## src/rtl/ps_pkg.sv

```systemverilog
package ps_pkg;
  // Frame geometry of the multiplex section stream
  localparam int unsigned PS_ROWS = 9;
  localparam int unsigned PS_COLS = 69120;
  localparam logic [3:0] PS_PTR_ROW = 4'h4;
  localparam logic [16:0] PS_H1_COL = 17'h00001;
  localparam logic [16:0] PS_H2_COL = 17'h00301;
  localparam logic [16:0] PS_CI1_LAST = 17'h00100;
  localparam logic [16:0] PS_CI2_FIRST = 17'h00302;
  localparam logic [16:0] PS_CI2_LAST = 17'h00400;
  localparam logic [16:0] PS_H3_FIRST = 17'h00601;
  localparam logic [16:0] PS_H3_LAST = 17'h00900;
  localparam logic [16:0] PS_PAY_FIRST = 17'h00901;
  localparam logic [16:0] PS_STUFF_LAST = 17'h00c00;
  // Pointer word coding
  localparam logic [3:0] PS_NDF_NORMAL = 4'h6;
  localparam logic [3:0] PS_NDF_ENABLE = 4'h9;
  localparam logic [1:0] PS_SS_AU = 2'h2;
  localparam logic [15:0] PS_AIS_WORD = 16'hffff;
  localparam logic [9:0] PS_PTR_MAX = 10'h30e;
  localparam logic [9:0] PS_PTR_RESET = 10'h000;
  // Consecutive pointer counts of the interpreter
  localparam logic [3:0] PS_AIS_ENTRY = 4'h3;
  localparam logic [3:0] PS_NEW_ACCEPT = 4'h3;
  localparam logic [3:0] PS_LOP_ENTRY = 4'h8;
  // Register map (byte addresses)
  localparam logic [11:0] PS_CTRL_OFS = 12'h000;
  localparam logic [11:0] PS_STATUS_OFS = 12'h004;
  localparam logic [11:0] PS_PTR_OFS = 12'h008;
  localparam logic [1:0] PS_CTRL_RESET = 2'h0;
  localparam int unsigned PS_CTRL_ACTIVE_BIT = 0;
  localparam int unsigned PS_CTRL_REPORT_BIT = 1;

  typedef enum logic [1:0] {
    PS_NORM = 2'b00,
    PS_AIS = 2'b01,
    PS_LOP = 2'b10
  } ps_state_t;

  typedef struct packed {
    logic clk;
    logic fs;
    logic tsf;
    logic [7:0] data;
  } ps_link_t;
endpackage

```

## src/rtl/ps_pointer_sink.sv

```systemverilog
`timescale 1ns/1ps
// Behaviour
// Pointer word from row 4 columns 1, 769.
// Other row 4 pairs are concatenation indicators.
// Interpret pointer to find VC frame start.
// Invalid pointer keeps phase, searches new one.
// Fixed stuff bytes in row 4 ignored.
// Active: deliver payload data, strobe, frame start.
// Inactive: all-ONEs data, no status reporting.
// Alarm defect equals interpreter alarm state.
// Pointer loss defect equals loss state.
// Insert all-ONEs on either defect.
// Server fail downstream on either defect.
// All-ONEs appear within 250 us.
// Recovered data returns within 250 us.
// Alarm cause gated; loss cause follows defect.
// Upstream sends SS=10 and indicator pattern.
// Normal, alarm, loss machine with justifications.
// Trail fail sampled from section input.
module ps_pointer_sink
  import ps_pkg::*;
#(
  parameter int unsigned COLS = PS_COLS
) (
  input wire logic clk_sys,
  input wire logic reset,
  input wire logic ce,
  input wire logic ai_clk,
  input wire logic [7:0] ai_data,
  input wire logic ai_fs,
  input wire logic incoming_trail_fail,
  input wire logic psel,
  input wire logic penable,
  input wire logic pwrite,
  input wire logic [11:0] paddr,
  input wire logic [31:0] pwdata,
  output logic [31:0] prdata,
  output logic pready,
  output logic pslverr,
  output logic [7:0] vc_data,
  output logic vc_strobe,
  output logic vc_fs,
  output logic downstream_server_fail,
  output logic alarm_fault_cause_out,
  output logic pointer_loss_fault_cause_out
);

  function automatic logic match3(input logic [3:0] a, input logic [3:0] b);
    logic [3:0] eq;
    eq = ~(a ^ b);
    return (5'(eq[0]) + 5'(eq[1]) + 5'(eq[2]) + 5'(eq[3])) >= 5'h03;
  endfunction

  function automatic logic major5(input logic [4:0] v);
    return (3'(v[0]) + 3'(v[1]) + 3'(v[2]) + 3'(v[3]) + 3'(v[4])) >= 3'h3;
  endfunction

  // Link sampling: two stages, then an edge detector on the second
  ps_link_t sync1_reg, sync2_reg, prev_reg;
  ps_link_t link_in;
  assign link_in = '{clk: ai_clk, fs: ai_fs, tsf: incoming_trail_fail, data: ai_data};

  always_ff @(posedge clk_sys or posedge reset) begin
    if (reset) begin
      sync1_reg <= '0;
      sync2_reg <= '0;
      prev_reg <= '0;
    end else if (ce) begin
      sync1_reg <= link_in;
      sync2_reg <= sync1_reg;
      prev_reg <= sync2_reg;
    end
  end

  logic byte_evt;
  logic trail_fail_action;
  assign byte_evt = sync2_reg.clk & ~prev_reg.clk;
  assign trail_fail_action = sync2_reg.tsf;

  // Frame position
  logic [3:0] row_reg, row_next;
  logic [16:0] col_reg, col_next;
  logic [3:0] row_cur;
  logic [16:0] col_cur;

  always_comb begin
    row_cur = row_reg;
    col_cur = col_reg;
    if (sync2_reg.fs) begin
      row_cur = 4'h1;
      col_cur = 17'h00001;
    end
    row_next = row_reg;
    col_next = col_reg;
    if (byte_evt) begin
      if (col_cur == 17'(COLS)) begin
        col_next = 17'h00001;
        row_next = (row_cur == 4'(PS_ROWS)) ? 4'h1 : row_cur + 4'h1;
      end else begin
        col_next = col_cur + 17'h00001;
        row_next = row_cur;
      end
    end
  end

  always_ff @(posedge clk_sys or posedge reset) begin
    if (reset) begin
      row_reg <= 4'h1;
      col_reg <= 17'h00001;
    end else if (ce) begin
      row_reg <= row_next;
      col_reg <= col_next;
    end
  end

  logic in_row4, at_h1, at_h2, in_ci, in_h3, in_stuff, at_pay0, in_pay;
  assign in_row4 = row_cur == PS_PTR_ROW;
  assign at_h1 = byte_evt & in_row4 & (col_cur == PS_H1_COL);
  assign at_h2 = byte_evt & in_row4 & (col_cur == PS_H2_COL);
  // Indicator and fixed stuff columns of row 4 carry no data and are never decoded
  assign in_ci = in_row4 & ((col_cur > PS_H1_COL && col_cur <= PS_CI1_LAST) ||
                 (col_cur >= PS_CI2_FIRST && col_cur <= PS_CI2_LAST));
  assign in_h3 = in_row4 & (col_cur >= PS_H3_FIRST) & (col_cur <= PS_H3_LAST);
  assign in_stuff = in_row4 & (col_cur >= PS_PAY_FIRST) & (col_cur <= PS_STUFF_LAST);
  assign at_pay0 = in_row4 & (col_cur == PS_PAY_FIRST);
  assign in_pay = col_cur >= PS_PAY_FIRST;

  // Pointer interpreter
  ps_state_t state_reg, state_next;
  logic [9:0] ptr_reg, ptr_next, cand_reg, cand_next;
  logic [7:0] h1_reg, h1_next;
  logic [3:0] ais_cnt_reg, ais_cnt_next, inv_cnt_reg, inv_cnt_next, new_cnt_reg, new_cnt_next;
  logic inc_reg, inc_next, dec_reg, dec_next;
  logic [15:0] word;
  logic [9:0] val, diff;
  logic ndf_norm, ndf_en, ss_ok, in_range, valid, is_ais, inc_pat, dec_pat;

  assign word = {h1_reg, sync2_reg.data};
  assign val = word[9:0];
  assign diff = val ^ ptr_reg;
  assign ndf_norm = match3(word[15:12], PS_NDF_NORMAL);
  assign ndf_en = match3(word[15:12], PS_NDF_ENABLE);
  assign ss_ok = word[11:10] == PS_SS_AU;
  assign in_range = val <= PS_PTR_MAX;
  assign valid = ndf_norm & ss_ok & in_range;
  assign is_ais = word == PS_AIS_WORD;
  assign inc_pat = ndf_norm & ss_ok & major5({diff[9], diff[7], diff[5], diff[3], diff[1]}) &
                   ~major5({diff[8], diff[6], diff[4], diff[2], diff[0]});
  assign dec_pat = ndf_norm & ss_ok & major5({diff[8], diff[6], diff[4], diff[2], diff[0]}) &
                   ~major5({diff[9], diff[7], diff[5], diff[3], diff[1]});

  always_comb begin
    state_next = state_reg;
    ptr_next = ptr_reg;
    cand_next = cand_reg;
    h1_next = h1_reg;
    ais_cnt_next = ais_cnt_reg;
    inv_cnt_next = inv_cnt_reg;
    new_cnt_next = new_cnt_reg;
    inc_next = inc_reg;
    dec_next = dec_reg;
    if (sync2_reg.fs) begin
      inc_next = 1'b0;
      dec_next = 1'b0;
    end
    if (at_h1) begin
      h1_next = sync2_reg.data;
    end
    if (at_h2) begin
      if (is_ais) begin
        ais_cnt_next = ais_cnt_reg + 4'h1;
        inv_cnt_next = 4'h0;
        new_cnt_next = 4'h0;
        if (ais_cnt_next >= PS_AIS_ENTRY) begin
          state_next = PS_AIS;
        end
      end else begin
        ais_cnt_next = 4'h0;
        if (state_reg == PS_NORM && valid && val == ptr_reg) begin
          inv_cnt_next = 4'h0;
          new_cnt_next = 4'h0;
        end else if (state_reg == PS_NORM && inc_pat) begin
          ptr_next = (ptr_reg == PS_PTR_MAX) ? 10'h000 : ptr_reg + 10'h001;
          inc_next = 1'b1;
          inv_cnt_next = 4'h0;
          new_cnt_next = 4'h0;
        end else if (state_reg == PS_NORM && dec_pat) begin
          ptr_next = (ptr_reg == 10'h000) ? PS_PTR_MAX : ptr_reg - 10'h001;
          dec_next = 1'b1;
          inv_cnt_next = 4'h0;
          new_cnt_next = 4'h0;
        end else if (ndf_en && ss_ok && in_range) begin
          ptr_next = val;
          state_next = PS_NORM;
          inv_cnt_next = 4'h0;
          new_cnt_next = 4'h0;
        end else if (valid) begin
          // Old phase stays in use while a new candidate proves itself
          new_cnt_next = (val == cand_reg) ? new_cnt_reg + 4'h1 : 4'h1;
          cand_next = val;
          inv_cnt_next = inv_cnt_reg + 4'h1;
          if (new_cnt_next >= PS_NEW_ACCEPT) begin
            ptr_next = val;
            state_next = PS_NORM;
            inv_cnt_next = 4'h0;
            new_cnt_next = 4'h0;
          end
        end else begin
          inv_cnt_next = inv_cnt_reg + 4'h1;
          new_cnt_next = 4'h0;
        end
        if (inv_cnt_next >= PS_LOP_ENTRY && state_next != PS_NORM ||
            inv_cnt_next >= PS_LOP_ENTRY && state_reg == PS_NORM) begin
          state_next = PS_LOP;
          inv_cnt_next = PS_LOP_ENTRY;
        end
      end
    end
  end

  always_ff @(posedge clk_sys or posedge reset) begin
    if (reset) begin
      state_reg <= PS_LOP;
      ptr_reg <= PS_PTR_RESET;
      cand_reg <= PS_PTR_RESET;
      h1_reg <= 8'h00;
      ais_cnt_reg <= 4'h0;
      inv_cnt_reg <= 4'h0;
      new_cnt_reg <= 4'h0;
      inc_reg <= 1'b0;
      dec_reg <= 1'b0;
    end else if (ce) begin
      state_reg <= state_next;
      ptr_reg <= ptr_next;
      cand_reg <= cand_next;
      h1_reg <= h1_next;
      ais_cnt_reg <= ais_cnt_next;
      inv_cnt_reg <= inv_cnt_next;
      new_cnt_reg <= new_cnt_next;
      inc_reg <= inc_next;
      dec_reg <= dec_next;
    end
  end

  logic alarm_indication_defect, pointer_loss_defect, all_ones_insert_action, server_fail_action;
  logic function_activation_control, alarm_report_enable;
  assign alarm_indication_defect = state_reg == PS_AIS;
  assign pointer_loss_defect = state_reg == PS_LOP;
  assign all_ones_insert_action = alarm_indication_defect | pointer_loss_defect;
  assign server_fail_action = alarm_indication_defect | pointer_loss_defect;

  // Payload extraction
  logic [19:0] pos_reg, pos_next, start_pos;
  logic [7:0] data_reg, data_next;
  logic strobe_reg, strobe_next, fs_reg, fs_next;
  logic pay_byte;
  assign start_pos = 20'({ptr_reg, 9'h000}) + 20'({ptr_reg, 8'h00});
  assign pay_byte = byte_evt & ~in_ci & ((in_pay & ~(in_stuff & inc_reg)) | (in_h3 & dec_reg));

  always_comb begin
    pos_next = pos_reg;
    data_next = data_reg;
    strobe_next = 1'b0;
    fs_next = 1'b0;
    if (byte_evt && in_pay) begin
      pos_next = at_pay0 ? 20'h00001 : pos_reg + 20'h00001;
    end
    if (pay_byte) begin
      strobe_next = 1'b1;
      fs_next = in_pay & ((at_pay0 ? 20'h00000 : pos_reg) == start_pos);
      // All-ONEs take over on the next byte, well inside the allowed delay
      data_next = (all_ones_insert_action || !function_activation_control) ? 8'hff : sync2_reg.data;
    end else if (!function_activation_control || all_ones_insert_action) begin
      data_next = 8'hff;
    end
  end

  always_ff @(posedge clk_sys or posedge reset) begin
    if (reset) begin
      pos_reg <= 20'h00000;
      data_reg <= 8'hff;
      strobe_reg <= 1'b0;
      fs_reg <= 1'b0;
    end else if (ce) begin
      pos_reg <= pos_next;
      data_reg <= data_next;
      strobe_reg <= strobe_next;
      fs_reg <= fs_next;
    end
  end

  assign vc_data = data_reg;
  assign vc_strobe = strobe_reg;
  assign vc_fs = fs_reg;
  assign downstream_server_fail = server_fail_action;

  // Fault causes, silenced while the function is inactive
  logic alarm_fault_cause, pointer_loss_fault_cause;
  assign alarm_fault_cause = alarm_indication_defect & ~trail_fail_action & alarm_report_enable;
  assign pointer_loss_fault_cause = pointer_loss_defect;
  assign alarm_fault_cause_out = alarm_fault_cause & function_activation_control;
  assign pointer_loss_fault_cause_out = pointer_loss_fault_cause & function_activation_control;

  // APB register slave
  logic [1:0] ctrl_reg, ctrl_next;
  logic [31:0] rdata, prdata_reg, prdata_next;
  logic mapped, wr_en;
  assign function_activation_control = ctrl_reg[PS_CTRL_ACTIVE_BIT];
  assign alarm_report_enable = ctrl_reg[PS_CTRL_REPORT_BIT];
  assign mapped = (paddr == PS_CTRL_OFS) | (paddr == PS_STATUS_OFS) | (paddr == PS_PTR_OFS);
  assign wr_en = psel & penable & pwrite & ce & (paddr == PS_CTRL_OFS);
  assign pready = ce;
  assign pslverr = psel & penable & ~mapped;

  always_comb begin
    ctrl_next = wr_en ? pwdata[1:0] : ctrl_reg;
    rdata = 32'h00000000;
    unique case (paddr)
      PS_CTRL_OFS: rdata = {30'h00000000, ctrl_reg};
      PS_STATUS_OFS: rdata = {25'h0000000, state_reg, trail_fail_action, pointer_loss_fault_cause_out,
                              alarm_fault_cause_out, pointer_loss_defect, alarm_indication_defect};
      PS_PTR_OFS: rdata = {22'h000000, ptr_reg};
      default: rdata = 32'h00000000;
    endcase
    prdata_next = (psel && !penable) ? rdata : prdata_reg;
  end

  always_ff @(posedge clk_sys or posedge reset) begin
    if (reset) begin
      ctrl_reg <= PS_CTRL_RESET;
      prdata_reg <= 32'h00000000;
    end else if (ce) begin
      ctrl_reg <= ctrl_next;
      prdata_reg <= prdata_next;
    end
  end

  assign prdata = prdata_reg;

endmodule

```

## config.mk

```make
export PLATFORM = sky130hd
export DESIGN_NAME = ps_pointer_sink
export DESIGN_NICKNAME = d
export VERILOG_FILES = /design/src/rtl/ps_pkg.sv /design/src/rtl/ps_pointer_sink.sv
export SDC_FILE = /design/constraint.sdc
export NUM_CORES = 1
export LEC_CHECK = 0
export BUFFER_PORTS_ARGS = -buffer_cell sky130_fd_sc_hd__clkbuf_2
export CORE_MARGIN = 4
export CORE_UTILIZATION = 45
export CTS_BUF_LIST = sky130_fd_sc_hd__clkbuf_8
export CTS_CLUSTER_SIZE = 14
export DETAILED_ROUTE_END_ITERATION = 10
export GPL_TIMING_DRIVEN = 0
export SETUP_SLACK_MARGIN = 0.5
export SLEW_MARGIN = 20
export SYNTH_ARGS = -nofsm -noshare
export SYNTH_HDL_FRONTEND = slang
export SYNTH_SLANG_ARGS = --single-unit
```

## constraint.sdc

```tcl
create_clock -name clk_sys -period 4.15 [get_ports clk_sys]
set_input_delay 0.2075 -clock clk_sys [delete_from_list [all_inputs] [get_ports clk_sys]]
set_output_delay 0.2075 -clock clk_sys [all_outputs]
set_load 0.03 [all_outputs]
```

==> results of run 1 <==
synthesized netlist by cell type (all sizes together) (4+ instances only):
cell type / n
nand2b: 9
nor2: 63
a21o: 7
fa: 7
clkbuf: 33
a21oi: 38
o22ai: 4
xnor2: 27
o21ai: 93
dfstp: 11
and2: 10
nor3: 19
buf: 31
a211oi: 9
mux2i: 11
nand2: 98
xor2: 26
or4b: 4
dfrtp: 119
or3: 13
nand3: 28
nand4: 17
nor3b: 6
nand3b: 4
nor4b: 4
a21boi: 4
ha: 42
inv: 45
o31ai: 12
a22oi: 8
nor2b: 4
nor4: 12
a31oi: 5
and3: 17
mux2: 37
layer usage:
layer  up-vias  track usage [%]  wire length [um]
met1      3527             31.2             11100
met3        34             4.02               844
met2       153             34.9             10700
met4         0             6.27               535
li1       3522                -                 -
met5         -                0                 0
report_power, final:
part	switching, mW	leakage, nW	internal (mW)
clock network	0.545	0.215	0.651
logic	0.340	2.65	0.252
registers	0.0382	1.68	1.32
cell families (layout without fill, tap and decap cells):
| group | Yosys count | count (layout) | share of synthesized area, % |
|---|---|---|---|
| AOI/OAI and AO/OA | 222 | 222 | 16.3 |
| xor gates and xnor gates | 53 | 53 | 5.47 |
| adders and majority gates | 49 | 49 | 7.85 |
| buffers and inverters | 109 | 225 | 6.18 |
| DFF | 130 | 130 | 38.5 |
| muxes | 48 | 48 | 6.47 |
| other | 1 | 22 | 0.0442 |
| and+or+nand+nor | 320 | 320 | 19.2 |
how the worst max path moves through the flow:
stage                            start        endpoint  slack, ns  cells after the start
final                     sync2_reg[2]     cand_reg[3]       0.46                     17
after detailed placement  sync2_reg[0]  inv_cnt_reg[2]      -0.27                     15
after CTS                 sync2_reg[3]     cand_reg[3]       0.50                     15
after floorplan           sync2_reg[0]     cand_reg[0]       0.48                     15
after global routing      sync2_reg[2]     cand_reg[3]       0.32                     17
after global placement    sync2_reg[0]      ptr_reg[4]      -0.31                     14
repair_timing:
item	CTS	global route
pin swaps	6	5
endpoints found under the hold margin	21	0
buffers inserted	9	2
hold buffers	11	0
gates cloned	1	1
gates resized for setup	50	29
endpoints found under the setup margin	41	39
per-stage QoR:
step	instances	setup slack [ns]	TNS [ns]	hold WS, ns	utilization (%)
6_report	1298	0.458	0	0.0167	55.7
2_1_floorplan	953	0.479	0	0.324	-
4_1_cts	1295	0.502	0	0.00976	55.1
5_1_grt	1298	0.316	0	0.0116	55.7
3_5_place_dp	1242	-0.268	-4.73	0.190	50.5
3_3_place_gp	1237	-0.307	-5.68	0.442	50.0
layout make-up:
| type | instances | area, um^2 |
|---|---|---|
| tap | 229 | 287 |
| fill | 1713 | 8100 |
| sequential | 130 | 3270 |
| clock buffer | 17 | 234 |
| timing repair buffer | 84 | 603 |
| clock inverter | 15 | 191 |
| buffer | 64 | 439 |
| inverter | 45 | 173 |
| multi-input combinational | 714 | 4970 |
==> out/results.tsv, run 1 <==
metric	value	unit
run_status	completed	
finalHoldViolCount	0	
worstSetupStartpointType	register	
crit_arrival	4.02	ns
vias_per_cell	5.57	
antenna_violating_nets_post_route	0	
cts-buffers-inserted	17	
rr_worst_depth	17	
avg_inst_size_synth	9.10	um^2
postSynth.topFlopCell	dfrtp_1	
setup.reg_to_reg.worst_slack	0.46	ns
regToRegStartpoint	sync2_reg[2]	
class_of_the_most_critical_setup_path	register to register	
crit_required	4.48	ns
initial_standard_cell_utilization_of_the_core	46.4	%
hold_path_startpoint	incoming_trail_fail	
number_of_global_route_vias_before_repair	7042	
crit_path_max_fanout	5	
yosysTopAreaCellShare	35.1	%
power.leakage	4.54	nW
total_number_of_clock_tree_sinks	130	
io_pins	108	
chipWidth	145	um
synth_sequential_area_ratio	38.5	%
route.detailed.wl_per_inst	17.9	um
floorplan.rows	49	
rsz0062_at_grt	yes	
worst_pin_slew	1.07	ns
worst_clock_skew	0.0147	ns
hpwlAfterDp	16.7	mm
worst_path_largest_cell_delay	0.56	ns
reg_clk_slew_reported_paths	0.08	ns
die_area	21100	um^2
synth.lib_cells_used.distinct	75	
antenna-diode-count	0	
fp.coreArea	18300	um^2
critical_path.top_delay_family	adder cells	
dpl_cell_area	9230	um^2
clk_lat_worst_skew	0.45	ns
path_cells	buf_8 -> xor2_4 -> fa_1 -> inv_2 -> fa_2 -> inv_2 -> ha_1 -> or3b_4 -> a211oi_4 -> buf_4 -> o21ai_4 -> nand2b_1 -> nor2_1 -> nand2_2 -> buf_4 -> buf_16 -> mux2_4	
grt_first_pass_wirelength	38.0	mm
period_share	89.0	%
async_reset_ff_share	100	%
nNetsFinal	1166	
postSynthRegisterBits	130	
fmax	271	MHz
edff_count_synth	0	
die_h	145	um
timing.final.crit_period	3.69	ns
crit_slowest_cell	fa_1	
synthesis.yosys.warnings	0	
min_path_cells	2	
powerDensity	309	nW/um^2
worstHoldPathType	input port to register	
routabilityCongestion	0.848	
synthDominantAreaCellType	dfrtp_1	
worst_ir_drop_vdd	0.210	mV
antenna_found_initial	0	
port-buffer-count	55	
ys_top_cells_by_area	dfrtp_1 (35%), ha_1 (6.2%), o21ai_0 (4.9%)	
cts_root_buf	clkbuf_8	
ctsHtreeMaxLevel	4	
dr.first_iter.drc_count	583	
detailedRoute.firstPassIterationCount	5	
vias_after_detailed_routing	7236	
clock_path_buffers	2	
grt_start_max_net_pins	33	
timing.max_slew.rel_slack	27.8	%
grt_overflow	0	
areaGrowthSynthToFinish	19.9	%
cap_viol_max_count	0	
critical_path.reg2reg.endpoint	cand_reg[3]	
synthesis.instances	932	
worstSetupEndpointType	register	
global_route.usage.total	22.1	%
finalWirelength	23.2	mm
design_area	10200	um^2
final_layout_size_suffix_gt1_share	22.4	%
max_ffs_per_register	20	
tritoncts_clock_tree	built	
post-layout-total-power	3.15	mW
layout.cells.most_common	dfrtp_1	
whs_endpoint	sync1_reg[8]	
post-route-drc-count	0	
worst-path-buf-inv	6	
syn-cell-area	8480	um^2
final-setup-viol-count	0	
slew_violations	0	
most-common-layout-cells	dfrtp_1 (117), nand2_1 (95), o21ai_0 (79), nor2_1 (61), clkbuf_2 (57)	
Note: power is estimated with default switching activity, not from simulation.
==> inputs of run 2 (changes only) <==
CAP_MARGIN = 0   (was default)
CORE_UTILIZATION = 61   (was 45)
PLACE_DENSITY = 0.83   (was default)
==> out/results.tsv, run 2 (synthesis results as in run 1) <==
metric	value	unit	change
chipWidth	126	um	-13%
pre_cts_ws	-0.286	ns	-0.0181 ns
detailedRoute.firstPassIterationCount	7		+2
grt_start_max_net_pins	32		-3.0%
ctsHtreeMaxLevel	4		unchanged
rsz0062_at_grt	yes		
routabilityCongestion	0.949		+12%
grt_first_pass_wirelength	38.0	mm	-0.13%
share_seq_of_total_power	44.4	%	+1.2 points
slew_violations	0		unchanged
fp.coreArea	13500	um^2	-26%
total_number_of_clock_tree_sinks	130		unchanged
tritoncts_clock_tree	built		
initial_standard_cell_utilization_of_the_core	63.1	%	+17 points
most-common-layout-cells	dfrtp_1 (116), nand2_1 (95), o21ai_0 (81), nor2_1 (60), clkbuf_2 (58)		
worstHoldPathType	input port to register		
clock_path_buffers	2		unchanged
num-fill-cells	945		-45%
nNetsFinal	1170		+0.34%
hpwlAfterDp	16.4	mm	-1.9%
antenna_found_initial	0		unchanged
timing.final.crit_period	3.67	ns	-0.0179 ns
post-route-drc-count	0		unchanged
finalHoldViolCount	0		unchanged
number_of_global_route_vias_before_repair	7522		+6.8%
final_layout_size_suffix_gt1_share	22.6	%	+0.29 points
global_route.usage.total	29.6	%	+7.6 points
finalWirelength	24.0	mm	+3.6%
timing.max_slew.rel_slack	30.7	%	+2.9 points
final-setup-viol-count	0		unchanged
design_area	10100	um^2	-0.33%
worstSetupEndpointType	register		
floorplan.rows	42		-14%
power.share.clock	35.8	%	-2.2 points
netSwitchingFraction	29.7	%	+0.36 points
powerDensity	303	nW/um^2	-2.2%
port-buffer-count	55		unchanged
areaGrowthSynthToFinish	19.5	%	
grt_overflow	0		unchanged
post-layout-total-power	3.07	mW	-2.5%
route.detailed.wl_per_inst	19.2	um	+7.7%
clk_lat_worst_skew	0.46	ns	about the same
finalWorstSetupSlack	0.476	ns	+0.0179 ns
vias_after_detailed_routing	7798		+7.8%
worstSetupStartpointType	register		
worst_ir_drop_vdd	0.320	mV	+53%
cts_root_buf	clkbuf_8		
fmax	272	MHz	+0.49%
io_pins	108		unchanged
reg_clk_slew_reported_paths	0.07	ns	about the same
die_area	15900	um^2	-25%
cts-buffers-inserted	17		unchanged
crit_path_max_fanout	9		+4
antenna-diode-count	0		unchanged
class_of_the_most_critical_setup_path	register to register		
run_status	completed		
power.leakage	4.59	nW	+0.98%
antenna_violating_nets_post_route	0		unchanged
cap_viol_max_count	0		unchanged
worst_pin_slew	1.03	ns	-0.0431 ns
share_comb_of_total_power	19.8	%	+1.0 points
max_ffs_per_register	20		unchanged
vias_per_cell	6.24		+12%
crit_required	4.49	ns	about the same
final-instance-count-excl-fill	1249		-3.8%
period_share	88.5	%	-0.43 points
layout.cells.most_common	dfrtp_1		
p_int	2.16	mW	-3.0%
dr.first_iter.drc_count	890		+53%
worst_clock_skew	0.0144	ns	-0.000339 ns
switching_power	0.911	mW	-1.3%
dpl_cell_area	9150	um^2	-0.80%
die_h	126	um	-13%
fin_hold_ws	0.0165	ns	-0.000191 ns
crit_arrival	4.01	ns	about the same
dpl.cell_count	1188		-4.3%
[run 2: cell count changes in the layout (fill, tap and decap cells not counted), sizes merged, moves of 2 or more]
cell	delta
buf	+5
clkinv	+4
clkbuf	-3
clkinvlp	-2
[run 2: path summary, 6_finish.rpt]
check / startpoint / endpoint / slack [ns] / depth (start not counted)
max: sync2_reg[7] / cand_reg[0] / 0.48 / 16
min: ai_data[2] / sync1_reg[2] / 0.02 / 2
max reg2reg: sync2_reg[7] / cand_reg[0] / 0.48 / 16
min reg2reg: prdata[3] / prdata[3] / 0.48 / 2
max in group asynchronous: reset / vc_data[3] / 3.00 / 5
min in group asynchronous: reset / prdata[6] / 0.32 / 3
[run 2: timing repair]
action,in CTS,in global routing
hold endpoints to repair,29,1
gates resized for setup,48,41
pin swaps,4,9
endpoints found under the setup margin,41,53
buffers inserted,8,7
cloned,2,0
hold buffers,11,1
[run 2: area by class of cell]
class,count,area [um^2],share of cell area [%]
flip-flops and latches,130,3270,32.3
inverters,45,173,1.70
repair buffers,88,652,6.43
well taps,176,220,2.17
clock buffers,17,234,2.31
plain buffers,64,445,4.39
multi-input cells,714,4990,49.2
clock inverters,15,153,1.51
[run 2: worst max-delay path, cell delays in order (launching register included)]
cell and delay (ns):
dfrtp_1 0.36, clkbuf_4 0.22, xor2_2 0.23, fa_1 0.51
inv_1 0.06, fa_2 0.38, inv_2 0.06, ha_1 0.23
nor3b_4 0.18, o211a_4 0.26, o21ai_4 0.19, nand2b_4 0.09
nor2_4 0.12, nand2_4 0.08, buf_12 0.15, buf_8 0.13
mux2_4 0.29
[run 2: routing by layer]
| metal | vias up | GRT usage (%) | part of all wire [%] |
|---|---|---|---|
| met4 | 0 | 13.9 | 4.6 |
| met2 | 404 | 46.9 | 47 |
| met3 | 105 | 6.94 | 8.1 |
| li1 | 3529 | - | - |
| met5 | - | 0 | 0 |
| met1 | 3760 | 38.7 | 40 |
[run 2: power by group through the flow]
stage	clock [mW]	sequential (mW)	combinational (mW)
2_1_floorplan	0	1.37	0.327
3_3_place_gp	0	1.38	0.433
3_5_place_dp	0	1.38	0.453
4_1_cts	1.11	1.36	0.551
5_1_grt	1.17	1.37	0.648
6_report	1.10	1.36	0.607
[run 2: per-stage QoR]
step | utilization [%] | setup TNS, ns
after floorplan | - | 0
after global placement | 67.4 | -2.56
after detailed placement | 68.0 | -4.09
after CTS | 73.9 | 0
after global routing | 75.3 | 0
final | 75.3 | 0
==> inputs of run 3 (changes only) <==
ABC_AREA = 1   (was default)
==> out/results.tsv, run 3 <==
metric	value	unit	change
yosysTopAreaCellShare	33.4	%	-1.7 points
antenna_violating_nets_post_route	0		unchanged
clk_lat_worst_skew	0.49	ns	+0.03 ns
initial_standard_cell_utilization_of_the_core	63.3	%	+0.25 points
class_of_the_most_critical_setup_path	register to register		
ctsHtreeMaxLevel	4		unchanged
reg_clk_slew_reported_paths	0.09	ns	+0.02 ns
period_share	85.1	%	-3.4 points
num-fill-cells	1082		+14%
edff_count_synth	0		unchanged
post_synth_most_frequent_cells	nand2_1 (286), inv_1 (154), dfrtp_1 (119), nor2_1 (96), o21ai_0 (73)		
synth_sequential_area_ratio	36.6	%	-1.9 points
finalWirelength	23.0	mm	-4.2%
tritoncts_clock_tree	built		
design_area	10300	um^2	+1.7%
vias_after_detailed_routing	8326		+6.8%
powerDensity	373	nW/um^2	+23%
final_tns_setup	0	ns	unchanged
nNetsFinal	1425		+22%
synthesis.yosys.warnings	0		unchanged
grt_start_max_net_pins	35		+9.4%
avg_inst_size_synth	7.47	um^2	-18%
floorplan.rows	43		+2.4%
crit_arrival	3.90	ns	-0.11 ns
detailedRoute.firstPassIterationCount	6		-1
route.detailed.wl_per_inst	15.3	um	-21%
slew_violations	0		unchanged
async_reset_ff_share	100	%	unchanged
final-setup-viol-count	0		unchanged
worstSetupStartpointType	register		
crit_path_max_fanout	10		+1
finalWorstSetupSlack	0.617	ns	+0.141 ns
routabilityCongestion	0.976		+2.9%
die_h	129	um	+2.4%
antenna_found_initial	0		unchanged
crit_required	4.52	ns	+0.03 ns
dpl.cell_count	1454		+22%
ff_latch_area	3270	um^2	about the same
areaGrowthSynthToFinish	15.5	%	
syn-cell-area	8920	um^2	+5.2%
synth.lib_cells_used.distinct	53		-29%
cts-buffers-inserted	17		unchanged
timing.max_slew.rel_slack	42.6	%	+12 points
postSynth.topFlopCell	dfrtp_1		
io_pins	108		unchanged
vias_per_cell	5.52		-12%
timing.final.crit_period	3.53	ns	-0.141 ns
fin_hold_ws	0.0569	ns	+0.0404 ns
run_status	completed		
global_route.usage.total	28.4	%	-1.2 points
chipWidth	129	um	+2.4%
number_of_global_route_vias_before_repair	7901		+5.0%
clock_path_buffers	2		unchanged
worstHoldPathType	input port to register		
power.leakage	5.22	nW	+14%
cts_root_buf	clkbuf_8		
layout.cells.most_common	nand2_1		
max_ffs_per_register	20		unchanged
rsz0062_at_grt	no		
hpwlAfterDp	17.0	mm	+3.7%
dr.first_iter.drc_count	686		-23%
final_layout_size_suffix_gt1_share	15.6	%	-7.1 points
postSynthRegisterBits	130		unchanged
fp.coreArea	14100	um^2	+4.8%
grt_overflow	0		unchanged
dpl_cell_area	9580	um^2	+4.7%
antenna-diode-count	0		unchanged
total_number_of_clock_tree_sinks	130		unchanged
dominant_cell_by_count_in_the_synthesized_netlist	nand2_1		
final-instance-count-excl-fill	1508		+21%
port-buffer-count	54		-1.8%
finalHoldViolCount	0		unchanged
cap_viol_max_count	0		unchanged
post-route-drc-count	0		unchanged
fmax	283	MHz	+4.0%
worstSetupEndpointType	register		
die_area	16600	um^2	+4.9%
area_of_combinational_cells_with_multiple_inputs	4840	um^2	-3.0%
synthDominantAreaCellType	dfrtp_1		
most-common-layout-cells	nand2_1 (284), inv_1 (152), dfrtp_1 (115), nor2_1 (95), o21ai_0 (70)		
worst_pin_slew	0.852	ns	-0.177 ns
synthesis.instances	1195		+28%
worst_ir_drop_vdd	0.261	mV	-18%
pre_cts_ws	0.128	ns	+0.414 ns
worst_clock_skew	0.0158	ns	+0.00143 ns
ys_top_cells_by_area	dfrtp_1 (33%), nand2_1 (12%), inv_1 (6.5%)		
grt_first_pass_wirelength	38.0	mm	+0.11%
run 3: changes by cell type after synthesis, moves of 14 or more:
cell / delta
nand3_1: +40
xor2_1: +28
mux2_2: -31
inv_1: +109
nor2_1: +34
xnor2_1: -17
and3_1: -17
clkbuf_1: -21
nand2_1: +189
o21ai_1: +14
run 3: final cells by class:
type / instances / area share [%]
sequential: 130 / 31.7
timing repair buffer: 80 / 5.34
multi-input combinational: 867 / 46.9
clock inverter: 15 / 2.00
clock buffer: 17 / 2.27
tap: 180 / 2.19
inverter: 165 / 6.05
buffer: 54 / 3.47
run 3: through the flow:
| stage | util (%) | total power [mW] |
|---|---|---|
| after floorplan | - | 2.34 |
| after global placement | 67.4 | 2.55 |
| after detailed placement | 68.0 | 2.58 |
| after CTS | 72.4 | 3.81 |
| after global routing | 73.1 | 4.07 |
| final | 73.1 | 3.84 |
run 3: cells by family (layout without fill, tap and decap cells):
logic type                 count (synthesis)  in the layout  share of synthesized area (%)
and+or+nand+nor                          552            552                           27.6
other                                      1             22                         0.0420
DFF                                      130            130                           36.6
xor gates and xnor gates                  64             64                           6.28
adders and majority gates                 49             49                           7.46
AOI/OAI and AO/OA                        180            180                           11.3
buffers and inverters                    219            331                           10.7
run 3: repair_timing:
action,CTS,global route
gates resized for setup,10,23
pin swaps,1,4
hold buffers,14,0
buffers inserted,0,8
endpoints found under the setup margin,26,28
hold endpoints to repair,76,0
run 3: where the power goes:
part	internal, mW	switching [mW]
logic	0.353	0.708
registers	1.43	0.126
clock network	0.661	0.565
total	2.44	1.40
run 3: worst paths after layout:
kind,start,to,slack [ns],cells after the start
setup / recovery,sync2_reg[3],ptr_reg[7],0.62,18
min in group asynchronous,reset,ais_cnt_reg[3],0.21,3
hold reg to reg,vc_data[2],vc_data[2],0.47,2
max in group asynchronous,reset,vc_data[1],2.96,6
setup reg to reg,sync2_reg[3],ptr_reg[7],0.62,18
hold / removal,ce,sync2_reg[5],0.06,2
run 3: per-layer routing:
metal  vias up  share of wire, %  global-route usage (%)
met5         -                 0                       0
met2       338                48                    46.6
met1      3855                42                    37.4
met4         0               2.6                    10.5
li1       4073                 -                       -
met3        60               7.7                    5.81
run 3: critical path, cell delays in order (launching register included):
cell and delay [ns]:
dfrtp_2 0.49, xnor2_2 0.24, inv_1 0.09, fa_1 0.51
inv_1 0.05, fa_1 0.41, inv_1 0.09, ha_1 0.23
nand3b_1 0.08, nand2_1 0.13, inv_1 0.08, nand3_1 0.15
nand2_1 0.13, nor2_1 0.05, nand2_2 0.12, nand4_4 0.13
buf_6 0.18, o21ai_1 0.17, inv_1 0.06
